[config.mk]
export PLATFORM = sky130hd
export DESIGN_NAME = sapc_top
export DESIGN_NICKNAME = d
export VERILOG_FILES = /design/src/sapc_pkg.sv /design/src/sapc_rx_lane.sv /design/src/sapc_top.sv
export VERILOG_INCLUDE_DIRS = /design/src
export SDC_FILE = /design/constraint.sdc
export NUM_CORES = 1
export LEC_CHECK = 0
export CAP_MARGIN = 10
export CORE_MARGIN = 2
export CORE_UTILIZATION = 42
export DETAILED_ROUTE_END_ITERATION = 8
export DONT_BUFFER_PORTS = 1
export HOLD_SLACK_MARGIN = 0.12
export SLEW_MARGIN = 20
export SYNTH_ARGS = -nofsm -noshare
export SYNTH_HDL_FRONTEND = slang
export SYNTH_HIERARCHICAL = 1
export SYNTH_SLANG_ARGS = --single-unit
[constraint.sdc]
create_clock -name clk_i -period 3.4 [get_ports clk_i]
set_input_delay 0 -clock clk_i [delete_from_list [all_inputs] [get_ports clk_i]]
set_output_delay 0 -clock clk_i [all_outputs]
set_load 0.05 [all_outputs]
[src/sapc_map.svh]
`ifndef SAPC_MAP_SVH
`define SAPC_MAP_SVH

// ==========================================================
// Register indexes on the plain register port
`define SAPC_ADDR_MAIN 4'h0
`define SAPC_ADDR_RC 4'h1
`define SAPC_ADDR_CLK 4'h2
`define SAPC_ADDR_IST 4'h3
`define SAPC_ADDR_IMSK 4'h4

// ==========================================================
// Reset values
`define SAPC_MAIN_RST 16'h0000
`define SAPC_RC_RST 16'h0000
`define SAPC_CLK_RST 16'h0000
`define SAPC_IRQ_RST 3'h0

// ==========================================================
// Field positions
`define SAPC_F_FMT_HI 2
`define SAPC_F_FMT_LO 0
`define SAPC_F_BPOL 3
`define SAPC_F_FPOL 4
`define SAPC_F_TDM16 5
`define SAPC_F_SEL_HI 6
`define SAPC_F_SEL_LO 5
`define SAPC_F_MUXEN 8
`define SAPC_F_LOCK 7
`define SAPC_F_MCOEN 6
`define SAPC_F_MCO_HI 5
`define SAPC_F_MCO_LO 3
`define SAPC_F_CKSEL_HI 2
`define SAPC_F_CKSEL_LO 0

// Writable bits of the main, converter and clock registers
`define SAPC_MAIN_WMASK 16'h003f
`define SAPC_RC_WMASK 16'h007f
`define SAPC_CLK_WMASK 16'h017f

// ==========================================================
// Format codes, last slot and bit indexes and interrupt bits
`define SAPC_FMT_PULSE 3'h2
`define SAPC_FMT_TDM 3'h3
`define SAPC_SLOT_LAST 5'd31
`define SAPC_SLOTS_PULSE 4'd1
`define SAPC_SLOTS_TDM8 4'd7
`define SAPC_SLOTS_TDM16 4'd15
`define SAPC_MCO_CODES 3'h4
`define SAPC_IRQ_LOCK_UP 0
`define SAPC_IRQ_LOCK_DN 1
`define SAPC_IRQ_FRAME 2

`endif

[src/sapc_pkg.sv]
`default_nettype none
package sapc_pkg;

    // ==========================================================
    // Framing modes of a receive port
    typedef enum logic [2:0] {
        SAPC_STEREO = 3'b001,
        SAPC_PULSE = 3'b010,
        SAPC_TDM = 3'b100
    } sapc_mode_t;

    // One received channel word
    typedef struct packed {
        logic valid;
        logic [3:0] chan;
        logic [31:0] data;
    } sapc_word_t;

    // Framing step result
    typedef struct packed {
        logic first;
        logic start;
        logic active;
        logic [3:0] chan;
        logic [4:0] bits;
    } sapc_frm_t;

    typedef struct packed {
        logic [31:0] shift;
        logic [31:0] word;
        logic done;
    } sapc_lane_st_t;

    typedef struct packed {
        logic [7:0] s1;
        logic [7:0] s2;
        logic [7:0] s3;
        logic [7:0] filt;
        logic [7:0] fprev;
        logic [15:0] main_ctl;
        logic [15:0] rc_ctl;
        logic [15:0] clk_ctl;
        logic [2:0] ist;
        logic [2:0] imsk;
        logic [15:0] rdata;
        logic lock_prev;
        logic m_lrc;
        logic m_active;
        logic [3:0] m_chan;
        logic [4:0] m_bits;
        logic [3:0] m_emit_ch;
        logic m_emit_ok;
        logic a_lrc;
        logic a_active;
        logic [3:0] a_chan;
        logic [4:0] a_bits;
        logic [3:0] a_emit_ch;
        logic a_emit_ok;
        logic [3:0] mco_cnt;
        logic mco;
        sapc_word_t [3:0] dsp;
        sapc_word_t src;
    } sapc_top_st_t;

endpackage : sapc_pkg
`default_nettype wire

[src/sapc_rx_lane.sv]
`timescale 1ns/1ps
`default_nettype none
module sapc_rx_lane import sapc_pkg::*; (
    input wire logic clk_i,          // System clock
    input wire logic rst_n_i,        // Synchronous reset, active low
    input wire logic ce_i,           // Clock enable
    input wire logic cap_i,          // Capture strobe, one cycle
    input wire logic first_i,        // This bit opens a new word
    input wire logic bit_i,          // Filtered serial data bit
    output logic [31:0] word_o,      // Last completed word
    output logic done_o              // Word completed, one cycle
);

    sapc_lane_st_t s_q;
    sapc_lane_st_t s_d;

    // ==========================================================
    // Shift register, MSB arrives first
    always_comb begin
        s_d = s_q;
        s_d.done = 1'b0;
        if (cap_i) begin
            if (first_i) begin
                s_d.word = s_q.shift;
                s_d.done = 1'b1;
                s_d.shift = {31'h0, bit_i};
            end else begin
                s_d.shift = {s_q.shift[30:0], bit_i};
            end
        end
    end

    always_ff @(posedge clk_i) begin
        if (!rst_n_i) begin
            s_q <= '0;
        end else if (ce_i) begin
            s_q <= s_d;
        end
    end

    assign word_o = s_q.word;
    assign done_o = s_q.done;
endmodule : sapc_rx_lane
`default_nettype wire

[src/sapc_top.sv]
// Overview of operation
// - Stereo: frame clock level picks left/right
// - TDM starts after chosen frame clock edge
// - Pulse frame: first pulse edge starts frame
// - Bit clock polarity picks capture edge
// - Polarity bits apply in every format
// - Two-bit field routes input to converter
// - Converter port left/right by frame level
// - Converter bit clock polarity picks edge
// - Converter port refuses TDM formats
// - Mux enable swaps direct input for converter
// - Read-only converter lock status bit
// - Master clock output driven when enabled with divider codes 0 to 3
// - TDM mode bit picks 8 or 16 slots
`timescale 1ns/1ps
`default_nettype none
`include "sapc_map.svh"
module sapc_top import sapc_pkg::*; (
    input wire logic clk_i,                  // 25 MHz system clock
    input wire logic rst_n_i,                // Synchronous reset, active low
    input wire logic ce_i,                   // Clock enable, freezes state when low
    input wire logic [3:0] reg_addr_i,       // Register index
    input wire logic [15:0] reg_wdata_i,     // Register write data
    input wire logic reg_we_i,               // Write strobe
    input wire logic reg_re_i,               // Read strobe
    output logic [15:0] reg_rdata_o,         // Read data, cycle after strobe
    input wire logic main_bit_clock_i,       // Main port bit clock pin
    input wire logic main_frame_clock_i,     // Main port frame clock pin
    input wire logic aux_bit_clock_i,        // Converter port bit clock pin
    input wire logic aux_frame_clock_i,      // Converter port frame clock pin
    input wire logic [3:0] serial_data_inputs_i, // Serial data pins
    input wire logic rc_lock_i,              // Converter lock level
    input wire sapc_word_t rc_ret_i,         // Converter output words
    output sapc_word_t src_o,                // Words sent to the converter
    output sapc_word_t [3:0] dsp_o,          // Words for the DSP core, per input
    output logic master_clock_output_o,      // Master clock output pin
    output logic [2:0] clk_sel_o,            // Master clock input select
    output logic irq_o                       // Interrupt, level, active high
);

    sapc_top_st_t s_q;
    sapc_top_st_t s_d;

    // ==========================================================
    // Helpers
    function automatic sapc_mode_t fmt_mode(input logic [2:0] fmt, input logic allow_tdm);
        sapc_mode_t m;
        m = SAPC_STEREO;
        if (fmt == `SAPC_FMT_PULSE) begin
            m = SAPC_PULSE;
        end else if (fmt == `SAPC_FMT_TDM && allow_tdm) begin
            m = SAPC_TDM;
        end
        return m;
    endfunction : fmt_mode

    // One capture edge of framing; lr is the frame clock at this edge
    function automatic sapc_frm_t frm_step(input sapc_mode_t mode, input logic fpol,
                                           input logic tdm16, input logic lr, input logic lrc,
                                           input logic active, input logic [3:0] chan,
                                           input logic [4:0] bits);
        sapc_frm_t f;
        logic [3:0] last;
        f = '0;
        f.active = active;
        f.chan = chan;
        f.bits = bits + 5'd1;
        last = (mode == SAPC_PULSE) ? `SAPC_SLOTS_PULSE :
               (tdm16 ? `SAPC_SLOTS_TDM16 : `SAPC_SLOTS_TDM8);
        case (mode)
            SAPC_STEREO: begin
                f.first = (lr != lrc);
                if (f.first) begin
                    f.active = 1'b1;
                    f.chan = {3'h0, lr ^ fpol};
                    f.bits = 5'd0;
                end
            end
            SAPC_PULSE, SAPC_TDM: begin
                f.start = (lr != lrc) && (lr == fpol);
                f.first = f.start || (active && bits == `SAPC_SLOT_LAST);
                if (f.start) begin
                    f.active = 1'b1;
                    f.chan = 4'h0;
                    f.bits = 5'd0;
                end else if (f.first) begin
                    f.bits = 5'd0;
                    if (chan == last) begin
                        f.active = 1'b0;
                    end else begin
                        f.chan = chan + 4'h1;
                    end
                end
            end
            default: begin
                f.first = 1'b0;
            end
        endcase
        return f;
    endfunction : frm_step

    function automatic logic [15:0] reg_read(input logic [3:0] addr, input sapc_top_st_t s,
                                             input logic lock);
        logic [15:0] v;
        v = 16'h0000;
        case (addr)
            `SAPC_ADDR_MAIN: v = s.main_ctl;
            `SAPC_ADDR_RC: v = s.rc_ctl;
            `SAPC_ADDR_CLK: begin
                v = s.clk_ctl;
                v[`SAPC_F_LOCK] = lock;
            end
            `SAPC_ADDR_IST: v = {13'h0000, s.ist};
            `SAPC_ADDR_IMSK: v = {13'h0000, s.imsk};
            default: v = 16'h0000;
        endcase
        return v;
    endfunction : reg_read

    // ==========================================================
    // Decoded controls
    sapc_mode_t m_mode;
    sapc_mode_t a_mode;
    logic m_bpol;
    logic m_fpol;
    logic a_bpol;
    logic a_fpol;
    logic [1:0] rc_sel;
    logic mux_en;
    logic [2:0] mco_code;
    logic m_cap;
    logic a_cap;
    sapc_frm_t m_frm;
    sapc_frm_t a_frm;
    logic [4:0] cap;
    logic [4:0] first;
    logic [4:0] lane_bit;
    logic [31:0] word [0:4];
    logic [4:0] done;
    logic [2:0] ev;

    always_comb begin
        m_mode = fmt_mode(s_q.main_ctl[`SAPC_F_FMT_HI:`SAPC_F_FMT_LO], 1'b1);
        a_mode = fmt_mode(s_q.rc_ctl[`SAPC_F_FMT_HI:`SAPC_F_FMT_LO], 1'b0);
        m_bpol = s_q.main_ctl[`SAPC_F_BPOL];
        m_fpol = s_q.main_ctl[`SAPC_F_FPOL];
        a_bpol = s_q.rc_ctl[`SAPC_F_BPOL];
        a_fpol = s_q.rc_ctl[`SAPC_F_FPOL];
        rc_sel = s_q.rc_ctl[`SAPC_F_SEL_HI:`SAPC_F_SEL_LO];
        mux_en = s_q.clk_ctl[`SAPC_F_MUXEN];
        mco_code = s_q.clk_ctl[`SAPC_F_MCO_HI:`SAPC_F_MCO_LO];
    end

    // ==========================================================
    // Capture edges: data moves on one bit clock edge, taken on the other
    assign m_cap = ce_i && (s_q.filt[0] != s_q.fprev[0]) && (s_q.filt[0] == ~m_bpol);
    assign a_cap = ce_i && (s_q.filt[2] != s_q.fprev[2]) && (s_q.filt[2] == ~a_bpol);

    assign m_frm = frm_step(m_mode, m_fpol, s_q.main_ctl[`SAPC_F_TDM16], s_q.filt[1],
                            s_q.m_lrc, s_q.m_active, s_q.m_chan, s_q.m_bits);
    assign a_frm = frm_step(a_mode, a_fpol, 1'b0, s_q.filt[3],
                            s_q.a_lrc, s_q.a_active, s_q.a_chan, s_q.a_bits);

    // ==========================================================
    // Lanes: four direct inputs and the converter feed
    always_comb begin
        for (int i = 0; i < 4; i++) begin
            cap[i] = m_cap;
            first[i] = m_frm.first;
            lane_bit[i] = s_q.filt[4 + i];
        end
        cap[4] = a_cap;
        first[4] = a_frm.first;
        lane_bit[4] = s_q.filt[3'd4 + {1'b0, rc_sel}];
    end

    for (genvar g = 0; g < 5; g++) begin : g_lane
        sapc_rx_lane u_lane (
            .clk_i(clk_i),
            .rst_n_i(rst_n_i),
            .ce_i(ce_i),
            .cap_i(cap[g]),
            .first_i(first[g]),
            .bit_i(lane_bit[g]),
            .word_o(word[g]),
            .done_o(done[g])
        );
    end

    // ==========================================================
    // Next state
    always_comb begin
        s_d = s_q;
        // Pin filter: a level counts once stages two and three agree
        s_d.s1 = {serial_data_inputs_i, aux_frame_clock_i, aux_bit_clock_i,
                  main_frame_clock_i, main_bit_clock_i};
        s_d.s2 = s_q.s1;
        s_d.s3 = s_q.s2;
        s_d.filt = (s_q.s2 & ~(s_q.s2 ^ s_q.s3)) | (s_q.filt & (s_q.s2 ^ s_q.s3));
        s_d.fprev = s_q.filt;

        if (m_cap) begin
            s_d.m_lrc = s_q.filt[1];
            s_d.m_active = m_frm.active;
            s_d.m_chan = m_frm.chan;
            s_d.m_bits = m_frm.bits;
            if (m_frm.first) begin
                s_d.m_emit_ch = s_q.m_chan;
                s_d.m_emit_ok = s_q.m_active;
            end
        end
        if (a_cap) begin
            s_d.a_lrc = s_q.filt[3];
            s_d.a_active = a_frm.active;
            s_d.a_chan = a_frm.chan;
            s_d.a_bits = a_frm.bits;
            if (a_frm.first) begin
                s_d.a_emit_ch = s_q.a_chan;
                s_d.a_emit_ok = s_q.a_active;
            end
        end

        // Words go out the cycle after the lane finishes them
        for (int i = 0; i < 4; i++) begin
            if (mux_en && rc_sel == i[1:0]) begin
                s_d.dsp[i] = rc_ret_i;
            end else begin
                s_d.dsp[i] = {done[i] && s_q.m_emit_ok, s_q.m_emit_ch, word[i]};
            end
        end
        s_d.src = {done[4] && s_q.a_emit_ok && mux_en, s_q.a_emit_ch, word[4]};

        // Master clock output: divide by 2, 4, 8 or 16; other codes stay low
        s_d.mco_cnt = s_q.mco_cnt + 4'h1;
        s_d.mco = s_q.clk_ctl[`SAPC_F_MCOEN] && (mco_code < `SAPC_MCO_CODES)
                  && s_q.mco_cnt[mco_code[1:0]];

        // Events and sticky status; a new event beats a clear in the same cycle
        ev[`SAPC_IRQ_LOCK_UP] = rc_lock_i && !s_q.lock_prev;
        ev[`SAPC_IRQ_LOCK_DN] = !rc_lock_i && s_q.lock_prev;
        ev[`SAPC_IRQ_FRAME] = m_cap && m_frm.start;
        s_d.lock_prev = rc_lock_i;
        s_d.ist = s_q.ist;
        if (reg_we_i && reg_addr_i == `SAPC_ADDR_IST) begin
            s_d.ist = s_q.ist & ~reg_wdata_i[2:0];
        end
        s_d.ist = s_d.ist | ev;

        // Register writes; the six low main bits are taken together
        if (reg_we_i) begin
            case (reg_addr_i)
                `SAPC_ADDR_MAIN: s_d.main_ctl = reg_wdata_i & `SAPC_MAIN_WMASK;
                `SAPC_ADDR_RC: s_d.rc_ctl = reg_wdata_i & `SAPC_RC_WMASK;
                `SAPC_ADDR_CLK: s_d.clk_ctl = reg_wdata_i & `SAPC_CLK_WMASK;
                `SAPC_ADDR_IMSK: s_d.imsk = reg_wdata_i[2:0];
                default: s_d.imsk = s_q.imsk;
            endcase
        end
        s_d.rdata = reg_re_i ? reg_read(reg_addr_i, s_q, rc_lock_i) : 16'h0000;
    end

    always_ff @(posedge clk_i) begin
        if (!rst_n_i) begin
            s_q <= '0;
            s_q.main_ctl <= `SAPC_MAIN_RST;
            s_q.rc_ctl <= `SAPC_RC_RST;
            s_q.clk_ctl <= `SAPC_CLK_RST;
            s_q.ist <= `SAPC_IRQ_RST;
            s_q.imsk <= `SAPC_IRQ_RST;
        end else if (ce_i) begin
            s_q <= s_d;
        end
    end

    // ==========================================================
    // Outputs
    assign reg_rdata_o = s_q.rdata;
    assign dsp_o = s_q.dsp;
    assign src_o = s_q.src;
    assign master_clock_output_o = s_q.mco;
    // Frequency select for the clock generator; software keeps it matched to the input
    assign clk_sel_o = s_q.clk_ctl[`SAPC_F_CKSEL_HI:`SAPC_F_CKSEL_LO];
    assign irq_o = |(s_q.ist & s_q.imsk);
endmodule : sapc_top
`default_nettype wire

==> impl_metrics.json, run 1 <==
{
  "synthFlopType": "dfxtp_1",
  "synthMuxAreaShare_pct": 12.6,
  "error_message": "[ERROR RSZ-0060] Max buffer count reached.",
  "dp_hpwl_um": 44800,
  "async_flop_share_pct": 0,
  "hold_buffers": 729,
  "synthCells": 3167,
  "place_area_um2": 27700,
  "cts_root_buf": "clkbuf_16",
  "ys.warnings.count": 6,
  "start_util_pct": 42.5,
  "synth_top_family_by_area": "compound AO/OA/AOI/OAI gates",
  "fp.dieW_um": 273,
  "yosys.area_share.simple_pct": 16.2,
  "ys_seq_area_share_pct": 40.6,
  "htree_levels": 3,
  "dp_slack_ns": 0.774,
  "synthAdderAreaFrac_pct": 0.287,
  "status": "did not finish",
  "avgSynthCellArea_um2": 9.62,
  "syn-cell-area_um2": 30500,
  "ios": 277,
  "yosys.area_share.xor_xnor_pct": 0.144,
  "synth_enable_flop_cells": 0,
  "post_cts_buffers": 0,
  "synth-compound-area-share_pct": 16.3,
  "place_congestion": 0.830,
  "fp-row-count": 98,
  "die_y_um": 273,
  "cts_sinks": 618,
  "stop_stage": "clock tree synthesis (4_1_cts)",
  "io_buffer_count": 0,
  "synth-seq-cells": 618,
  "synth_cell_types": 74,
  "post_cts_resized": 0,
  "cts.path.max_buffers": 3,
  "cts_buffers": 72
}
cells in the mapped netlist (all sizes together), types with 4 or more instances:
cell | instances | share of area [%]
nand3 | 42 | 0.69
a21o | 7 | 0.17
o211a | 149 | 4.9
ha | 7 | 0.29
nor2b | 87 | 1.8
a21boi | 206 | 5.1
xnor2 | 4 | 0.11
and3b | 4 | 0.11
a22oi | 7 | 0.17
buf | 521 | 12
nor3b | 7 | 0.28
nand2b | 5 | 0.10
dfxtp | 618 | 41
o211ai | 5 | 0.12
and3 | 21 | 0.43
and2 | 13 | 0.27
and4b | 156 | 5.1
clkbuf | 106 | 1.3
nor2 | 13 | 0.17
mux2i | 376 | 12
o21a | 170 | 4.2
nor3 | 4 | 0.082
a21oi | 4 | 0.078
a22o | 4 | 0.11
o2bb2ai | 6 | 0.19
inv | 7 | 0.086
nand3b | 6 | 0.15
o21ai | 29 | 0.55
nand2 | 538 | 6.6
nand4 | 5 | 0.10
cells by family after synthesis:
kind of cell	after synthesis
adder cells (fa/ha/maj)	7
AND/OR/NAND/NOR	912
buffers and inverters	634
XOR/XNOR	5
other	1
AO/OA/AOI/OAI	609
flip-flops	618
multiplexers	381
metrics by stage:
step / cells / hold WS (ns)
3_5_place_dp: 3516 / 0.168
3_3_place_gp: 3516 / 0.160
2_1_floorplan: 3173 / 0.156
==> inputs of run 2 (changes only) <==
--- a/config.mk
+++ b/config.mk
@@ -8,10 +8,10 @@
 export LEC_CHECK = 0
 export CAP_MARGIN = 10
 export CORE_MARGIN = 2
-export CORE_UTILIZATION = 42
+export CORE_UTILIZATION = 27
 export DETAILED_ROUTE_END_ITERATION = 8
 export DONT_BUFFER_PORTS = 1
-export HOLD_SLACK_MARGIN = 0.12
+export PLACE_DENSITY_LB_ADDON = 0.15
 export SLEW_MARGIN = 20
 export SYNTH_ARGS = -nofsm -noshare
 export SYNTH_HDL_FRONTEND = slang
==> run 2 against run 1 <==
  * Area after synthesis is the same
  * Synthesized cell count is the same
  * The flow now finishes, with violations (hold timing)
==> impl_metrics.json, run 2 <==
{
  "switching_share_pct": 24.9,
  "cts.path.max_buffers": 3,
  "period_minus_slack_ns": 3.08,
  "grt_max_degree": 591,
  "hold_viol_final": 7,
  "rsz0062_at_grt": "no",
  "ys_top_cells_by_count": "dfxtp_1, nand2_1, buf_4",
  "yosysMostFrequentCell": "dfxtp_1",
  "die_y_um": 340,
  "synthFlopType": "dfxtp_1",
  "wl_um": 96600,
  "arrival_ns": 3.59,
  "drtIter0Drc": 1243,
  "peakVddDrop_uv": 324,
  "switching_power_uw": 4260,
  "coreArea_um2": 112000,
  "ys.warnings.count": 6,
  "synth_enable_flop_cells": 0,
  "die_area_um2": 116000,
  "drive_above_1_share_pct": 5.28,
  "p_leak_uw": 0.0174,
  "place_area_um2": 28500,
  "slowest_stage": "dlygate4sd3_1",
  "synth-seq-cells": 618,
  "grt_overflow": 0,
  "critPathCaptureType": "flop",
  "clkTransAtPathRegs_ns": 0.05,
  "drt-pass1-iter-count": 5,
  "max_stage_delay_ns": 0.56,
  "p_seq_share_pct": 45.3,
  "p_clk_share_pct": 49.9,
  "path_buf_inv": 3,
  "cts_tree": "yes",
  "place_congestion": 0.745,
  "final_cell_mix": "dlygate4sd3_1, dfxtp_1, nand2_1",
  "stdcell_area_um2": 38400,
  "ys_seq_area_share_pct": 40.6,
  "cts_buffers": 77,
  "synthCells": 3167,
  "clock_skew_ns": 0.0401,
  "synth_top_area_cell": "dfxtp_1",
  "avgSynthCellArea_um2": 9.62,
  "nets": 3451,
  "slew_violations": 0,
  "first_global_vias": 23600,
  "ant_nets": 0,
  "synth_top_area_share_pct": 40.6,
  "status": "finished with violations",
  "p_per_area_nw_per_um2": 446,
  "grt_pass1_wl_um": 147000,
  "p_int_uw": 12900,
  "syn-cell-area_um2": 30500,
  "htree_levels": 3,
  "tightest_slew_ns": 1.42,
  "fmax_mhz": 325,
  "synth.top_cells.by_area": "dfxtp_1, mux2i_1, buf_4",
  "cp_top_family": "buffers and inverters",
  "cts_root_buf": "clkbuf_16",
  "routed_via_density": 4.73,
  "fp-row-count": 123,
  "critical_path_required_ns": 3.92,
  "setup_violations": 0,
  "timing.setup.tns_ns": 0,
  "worstSetupPathType": "reg -> reg",
  "path_cells": "ha_1, and3_1, ha_1, nand4b_1, o221ai_4, buf_4, buf_4, and4b_1, o21a_1, dlygate4sd3_1",
  "nFillCells": 11400,
  "slew-limit-headroom_pct": 5.58,
  "pwr-share-comb_pct": 4.9,
  "syn2layout_area_growth_pct": 26.1,
  "io_buffer_count": 0,
  "start_kind": "flop",
  "seqCellArea_um2": 12400,
  "fp.dieW_um": 340,
  "clk_latency_ns": 0.65,
  "final_common_cell": "dlygate4sd3_1",
  "multi_input_area_um2": 13900,
  "antenna_found_initial": 19,
  "drcViolationCount": 0,
  "detail_route.wl_per_cell_um": 19.6,
  "async_flop_share_pct": 0,
  "violations": "hold timing",
  "cap_violations": 0,
  "grt_use_total_pct": 16.3,
  "synth_cell_types": 74,
  "num_vias": 23300,
  "holdWs_ns": -0.0221,
  "dp_hpwl_um": 53000,
  "crit_fanout": 45,
  "hold_path.class": "in -> reg",
  "start_util_pct": 27.2,
  "ios": 277,
  "timing.final.crit_share_pct": 90.5,
  "cts_sinks": 618
}
run 2: cell counts after synthesis:
No cell type changed its count.
run 2: per-layer routing:
| metal | vias up | part of all wire [%] | global-route usage (%) |
|---|---|---|---|
| met2 | 485 | 45 | 26.3 |
| met5 | - | 0.040 | 0 |
| met3 | 154 | 6.0 | 3.97 |
| met4 | 6 | 3.1 | 5.47 |
| li1 | 11100 | - | - |
| met1 | 11500 | 46 | 21.3 |
run 2: power groups by stage:
stage	logic, uW	clock network [uW]	registers [uW]
after floorplan	874	0	7550
after global placement	250	0	7910
after detailed placement	255	0	7910
after CTS	702	8800	7750
after global routing	882	9080	7760
final	831	8540	7750
run 2: worst reg2reg max path: stages, from the launching register on:
cell and delay, ns:
dfxtp_1 0.37, ha_1 0.20, and3_1 0.16, ha_1 0.16, nand4b_1 0.14, o221ai_4 0.17
buf_4 0.30, buf_4 0.46, and4b_1 0.27, o21a_1 0.17, dlygate4sd3_1 0.56
run 2: layout make-up:
cell class                 instances  area share, %
clock buffer                     112           5.86
inverter                           7         0.0814
tap                             1500           4.89
multi-input combinational       1921           36.3
timing repair buffer             748           19.8
sequential                       618           32.2
clock inverter                    25          0.961
antenna                            1        0.00651
run 2: final timing paths:
check,from,slack [ns],endpoint,depth (start not counted)
hold reg to reg,g_lane[1].u_lane/s_q[64],0.45,g_lane[1].u_lane/word_o[31],2
setup / recovery,s_q[211],0.32,g_lane[1].u_lane/s_q[60],10
hold / removal,rst_n_i,-0.02,g_lane[1].u_lane/word_o[12],3
setup reg to reg,s_q[211],0.32,g_lane[1].u_lane/s_q[60],10
run 2: stage by stage:
stage | setup WS, ns | power [uW] | cells | utilization (%)
6_report | 0.322 | 17100 | 4932 | 34.2
5_1_grt | 0.0714 | 17700 | 4931 | 34.2
4_1_cts | 0.123 | 17300 | 4928 | 34.2
3_5_place_dp | 0.699 | 8170 | 4070 | 25.4
3_3_place_gp | 0.724 | 8160 | 4070 | 25.4
2_1_floorplan | 1.29 | 8420 | 3173 | -
run 2: cells by family after synthesis:
| group | Yosys count | synth area share [%] |
|---|---|---|
| simple gates | 912 | 16.2 |
| xor+xnor | 5 | 0.144 |
| mux | 381 | 12.6 |
| compound gates | 609 | 16.3 |
| other cells | 1 | 0.0123 |
| buf+inv | 634 | 13.8 |
| fa+ha+maj | 7 | 0.287 |
| flops | 618 | 40.6 |
run 2: what timing repair did:
item	4_1_cts	5_1_grt
setup endpoints to repair	0	6
buffers inserted	0	0
hold buffers	721	0
endpoints found under the hold margin	618	0
gates resized for setup	0	1
No activity file was read; power rests on OpenSTA's default activity.
==> inputs of run 3 (changes only) <==
--- a/config.mk
+++ b/config.mk
@@ -6,12 +6,14 @@
 export SDC_FILE = /design/constraint.sdc
 export NUM_CORES = 1
 export LEC_CHECK = 0
+export ABC_AREA = 1
 export CAP_MARGIN = 10
 export CORE_MARGIN = 2
 export CORE_UTILIZATION = 27
 export DETAILED_ROUTE_END_ITERATION = 8
 export DONT_BUFFER_PORTS = 1
 export PLACE_DENSITY_LB_ADDON = 0.15
+export RECOVER_POWER = 50
 export SLEW_MARGIN = 20
 export SYNTH_ARGS = -nofsm -noshare
 export SYNTH_HDL_FRONTEND = slang
==> run 3 against run 2 <==
  * The flow finishes with violations (capacitance limit, slew limit)
  * Critical path depth shrank 2
  * Area after synthesis shrank 4.7%
  * Synthesized cell count grew 33%
  * Largest power group unchanged
==> impl_metrics.json, run 3 <==
{
  "routed_via_density": 4.35,
  "grt_use_total_pct": 17.3,
  "cap_violations": 2,
  "first_global_vias": 23400,
  "dp_slack_ns": 0.829,
  "yosysMostFrequentCell": "nand2_1",
  "synth_top_area_share_pct": 42.6,
  "cts_tree": "yes",
  "die_y_um": 332,
  "p_per_area_nw_per_um2": 506,
  "antenna_found_initial": 26,
  "num_vias": 24900,
  "fp.dieW_um": 332,
  "post_cts_buffers": 0,
  "synth_enable_flop_cells": 0,
  "fmax_mhz": 324,
  "slowest_stage": "clkbuf_2",
  "synth_top_area_cell": "dfxtp_1",
  "p_total_uw": 17600,
  "wl_um": 96800,
  "critPathCaptureType": "flop",
  "setup_ws_ns": 0.317,
  "ys.warnings.count": 6,
  "clock_skew_ns": 0.0253,
  "place_congestion": 0.764,
  "synth-seq-cells": 618,
  "cp_top_family": "buffers and inverters",
  "slew-limit-headroom_pct": -76.8,
  "grt_pass1_wl_um": 146000,
  "tightest_slew_ns": 2.65,
  "path_buf_inv": 4,
  "start_util_pct": 27.1,
  "io_buffer_count": 0,
  "drtIter0Drc": 1809,
  "detail_route.wl_per_cell_um": 16.9,
  "ys_top_cells_by_count": "nand2_1, nor2_1, dfxtp_1",
  "path_cells": "nand2_1, clkbuf_2, nand2_1, nand3_1, dlygate4sd3_1, o211ai_1, dlygate4sd3_1, inv_1",
  "grt_max_degree": 386,
  "cts_sinks": 618,
  "grt_overflow": 0,
  "clkTransAtPathRegs_ns": 0.06,
  "reg2reg_slack_ns": 0.32,
  "syn2layout_area_growth_pct": 19.7,
  "cts_buffers": 78,
  "place_area_um2": 27100,
  "synth.top_cells.by_area": "dfxtp_1, nand2_1, nor2_1",
  "hold_viol_final": 0,
  "synth_top_family_by_area": "simple AND/OR/NAND/NOR gates",
  "seqCellArea_um2": 12400,
  "synthCells": 4207,
  "ios": 277,
  "peakVddDrop_uv": 287,
  "cts.path.max_buffers": 3,
  "final_cell_mix": "nand2_1, nor2_1, dfxtp_1",
  "async_flop_share_pct": 0,
  "syn-cell-area_um2": 29000,
  "synthMuxAreaShare_pct": 0,
  "arrival_ns": 3.62,
  "cts_root_buf": "clkbuf_16",
  "ys_seq_area_share_pct": 42.6,
  "fp-row-count": 120,
  "yosys.area_share.xor_xnor_pct": 0.332,
  "crit_fanout": 37,
  "synth_cell_types": 39,
  "drt-pass1-iter-count": 5,
  "worstSetupPathType": "reg -> reg",
  "nFillCells": 11800,
  "setup_violations": 0,
  "max_stage_delay_ns": 0.59,
  "clk_latency_ns": 0.64,
  "status": "finished with violations",
  "rsz0062_at_grt": "no",
  "nets": 4314,
  "die_area_um2": 110000,
  "final_common_cell": "nand2_1",
  "period_minus_slack_ns": 3.08,
  "timing.setup.tns_ns": 0,
  "coreArea_um2": 107000,
  "drive_above_1_share_pct": 3.91,
  "timing.final.crit_share_pct": 90.7,
  "start_kind": "flop",
  "synth-compound-area-share_pct": 7.84,
  "violations": "capacitance limit, slew limit",
  "post_cts_resized": 0,
  "drcViolationCount": 0,
  "dp_hpwl_um": 52900,
  "critical_path_required_ns": 3.93,
  "hold_path.class": "in -> reg",
  "synthAdderAreaFrac_pct": 0.302,
  "synthFlopType": "dfxtp_1",
  "slew_violations": 255,
  "avgSynthCellArea_um2": 6.90,
  "stdcell_area_um2": 34700,
  "yosys.area_share.simple_pct": 30.0,
  "ant_nets": 0,
  "multi_input_area_um2": 11100,
  "htree_levels": 3,
  "p_leak_uw": 0.0152
}
run 3: cell types whose count changed after synthesis, sizes merged, moves of 67 or more:
cell	before	now
a21oi	4	74
a21boi	206	6
o211a	149	0
nand2	538	1205
and4b	156	0
o21ai	29	128
clkbuf	106	39
mux2i	376	0
o211ai	5	150
o21a	170	0
nor2	13	802
nand3	42	190
nor2b	87	0
inv	7	388
run 3: layer usage:
metal	part of all wire [%]	GRT usage [%]	vias up
met1	47	23.3	11700
li1	-	-	12600
met5	0.035	0	-
met4	2.1	6.60	6
met3	7.5	5.32	129
met2	43	25.7	457
run 3: logic make-up after synthesis:
family | after synthesis
and+or+nand+nor | 2219
buffers and inverters | 983
xor gates and xnor gates | 11
AOI/OAI and AO/OA | 368
adders and majority gates | 7
other | 1
DFF | 618
run 3: worst reg2reg max path, delay by kind of cell (launching register included):
kind                   cells  cell delay (ns)
and+or+nand+nor            3             0.58
AOI/OAI and AO/OA          1             0.08
DFF                        1             0.57
buffers and inverters      4             1.78
run 3: where the power goes:
part | internal, uW | switching [uW]
sequential | 7440 | 544
combinational | 536 | 602
clock | 5060 | 3400
run 3: worst paths after layout:
| kind | startpoint | end | depth (start not counted) |
|---|---|---|---|
| setup reg to reg | mux_en | dsp_o[17] | 8 |
| hold reg to reg | s_q[310] | flop | 2 |
| hold / removal | ce_i | dsp_o[118] | 3 |
| setup / recovery | mux_en | dsp_o[17] | 8 |
run 3: timing repair:
action | CTS | global route
hold endpoints to repair | 616 | 0
endpoints found under the setup margin | 0 | 0
hold buffers | 512 | 0
run 3: cell type report:
type | instances | share of cell area (%)
flip-flops and latches | 618 | 35.6
multi-input cells | 2612 | 32.1
repair buffers | 536 | 15.5
clock buffers | 120 | 6.77
well taps | 1403 | 5.05
inverters | 390 | 4.21
clock inverters | 18 | 0.605
diodes | 22 | 0.158
run 3: stage by stage:
stage | instances | hold WS (ns) | util, %
3_3_place_gp | 5047 | 0.142 | 25.3
6_report | 5719 | 0.0864 | 32.5
2_1_floorplan | 4213 | 0.135 | -
4_1_cts | 5697 | 0.0157 | 32.6
5_1_grt | 5714 | 0.0645 | 32.5
3_5_place_dp | 5047 | 0.144 | 25.3
==> inputs of run 4 (changes only) <==
--- a/config.mk
+++ b/config.mk
@@ -7,11 +7,12 @@
 export NUM_CORES = 1
 export LEC_CHECK = 0
 export ABC_AREA = 1
+export BUFFER_PORTS_ARGS = -buffer_cell sky130_fd_sc_hd__buf_2
 export CAP_MARGIN = 10
+export CORE_ASPECT_RATIO = 0.9
 export CORE_MARGIN = 2
 export CORE_UTILIZATION = 27
 export DETAILED_ROUTE_END_ITERATION = 8
-export DONT_BUFFER_PORTS = 1
 export PLACE_DENSITY_LB_ADDON = 0.15
 export RECOVER_POWER = 50
 export SLEW_MARGIN = 20
==> run 4 against run 3 <==
  * The run still ends with capacitance limit, slew limit left
  * Sequential share of layout area is 3.7 points higher
  * Die area about the same
  * Design area down 9.3%
  * Utilization shrank 3.0 points
  * Clock skew rose by 0.0020 ns
  * Hold slack better by 0.067 ns
  * Via count shrank 6.1%
  * Count of clock-buffer cells in the layout grew 4
  * Global-route usage is 1.7 points lower
  * Worst setup slack gained 0.33 ns
  * Maximum frequency increased by 12%
  * Largest power group unchanged
  * Highest routed layer unchanged
==> impl_metrics.json, run 4 (synthesized netlist as in run 3, its figures left out) <==
{
  "fmax_mhz": 363,
  "dp_hpwl_um": 55900,
  "arrival_ns": 3.32,
  "wl_um": 87300,
  "stdcell_area_um2": 31500,
  "setup_ws_ns": 0.647,
  "p_clk_share_pct": 46.7,
  "stdcell_count": 5529,
  "io_buffer_count": 261,
  "cts_buffers": 75,
  "num_vias": 23400,
  "final_cell_mix": "nand2_1, nor2_1, dfxtp_1",
  "max_stage_delay_ns": 1.16,
  "startpoint": "rst_n_i",
  "min-delay-start": "main_bit_clock_i",
  "drcViolationCount": 0,
  "clkTransAtPathRegs_ns": 0.06,
  "violations": "capacitance limit, slew limit",
  "r2r_start": "s_q[211]",
  "tightest_slew_ns": 1.68,
  "grt_pass1_wl_um": 133000,
  "dp.cells": 5316,
  "busiest_layer": "met2",
  "gr-usage-met2_pct": 24.8,
  "routed_via_density": 4.23,
  "antenna_found_initial": 14,
  "coreArea_um2": 107000,
  "grt_overflow": 0,
  "slew-limit-headroom_pct": -12.3,
  "start_kind": "input port",
  "drt-pass1-iter-count": 7,
  "ant_nets": 0,
  "status": "finished with violations",
  "syn2layout_area_growth_pct": 8.57,
  "rsz0062_at_grt": "no",
  "fp-row-count": 114,
  "worstSetupPathType": "in -> reg",
  "cts_root_buf": "clkbuf_16",
  "drive_above_1_share_pct": 5.75,
  "path_cells": "dlygate4sd3_1, buf_8, clkbuf_1, o21ai_0, nor2_1, dlygate4sd3_1",
  "die_y_um": 315,
  "final_common_cell": "nand2_1",
  "cts.path.max_buffers": 3,
  "htree_levels": 3,
  "start_util_pct": 27.1,
  "p_leak_uw": 0.0144,
  "switching_power_uw": 4550,
  "ios": 277,
  "critical_path_required_ns": 3.97,
  "cts_sinks": 618,
  "cts_tree": "yes",
  "critPathCaptureType": "flop",
  "path_buf_inv": 4,
  "nets": 4156,
  "p_total_uw": 17000,
  "hold_viol_final": 0,
  "peakVddDrop_uv": 321,
  "crit_fanout": 85,
  "timing.setup.tns_ns": 0,
  "post_cts_buffers": 0,
  "cp_top_family": "buffers and inverters",
  "grt_max_degree": 190,
  "period_minus_slack_ns": 2.75,
  "drtIter0Drc": 1440,
  "clk_latency_ns": 0.63,
  "switching_share_pct": 26.8,
  "timing.final.crit_share_pct": 81.0,
  "fp.dieW_um": 350,
  "dp_slack_ns": 0.712,
  "met1_usage_pct": 21.2,
  "die_area_um2": 110000,
  "slew_violations": 160,
  "detail_route.wl_per_cell_um": 15.8,
  "setup_violations": 0,
  "path_common_cell": "dlygate4sd3_1",
  "place_congestion": 0.791,
  "first_global_vias": 21600,
  "slowest_stage": "clkbuf_1",
  "pwr-share-comb_pct": 8.7,
  "grt_use_total_pct": 15.5,
  "p_int_uw": 12400,
  "hold_path.class": "in -> reg",
  "p_per_area_nw_per_um2": 538,
  "p_seq_share_pct": 44.6,
  "grt_use_met3_pct": 3.09,
  "cap_violations": 4,
  "place_area_um2": 28600,
  "clock_skew_ns": 0.0273
}
## run 4: per-stage QoR
step,hold WS [ns],util (%)
final,0.153,29.5
after CTS,0.0930,29.7
after detailed placement,0.241,26.8
after global placement,0.244,26.8
after global routing,0.135,29.5
after floorplan,0.135,-
## run 4: cell type report
| cell class | instances | area (um^2) |
|---|---|---|
| fillers | 12000 | 75500 |
| flip-flops and latches | 618 | 12400 |
| multi-input cells | 2612 | 11200 |
| repair buffers | 381 | 2350 |
| clock buffers | 124 | 2300 |
| well taps | 1392 | 1740 |
| inverters | 390 | 1460 |
| clock inverters | 11 | 98.8 |
| diodes | 1 | 2.50 |
## run 4: repair_timing
item	CTS	global route
endpoints found under the hold margin	266	0
endpoints found under the setup margin	0	0
hold buffers	77	0
gates resized for setup	0	0
## run 4: tightest hold or removal path: cells and delay by family
family / cells / cell delay [ns]
and+or+nand+nor: 2 / 0.12
buffers and inverters: 2 / 0.62
## run 4: final timing paths
path         slack, ns  cells past startpoint                          end
max               0.65                      6                     s_d[321]
max reg2reg       0.77                     12  g_lane[0].u_lane/word_o[18]
min               0.15                      4                     s_d[317]
min reg2reg       0.45                      2                      s_d[32]
## run 4: routing by layer
metal / vias up / routed length (um)
met1: 10600 / 42100
li1: 12300 / -
met5: - / 24
met4: 4 / 2030
met2: 363 / 39100
met3: 115 / 4100
## run 4: power by group through the flow
| stage | registers [uW] | logic, uW | clock network (uW) |
|---|---|---|---|
| 2_1_floorplan | 7680 | 1160 | 0 |
| 3_3_place_gp | 7730 | 1460 | 0 |
| 3_5_place_dp | 7730 | 1460 | 0 |
| 4_1_cts | 7570 | 1530 | 8200 |
| 5_1_grt | 7590 | 1610 | 8470 |
| 6_report | 7570 | 1480 | 7920 |
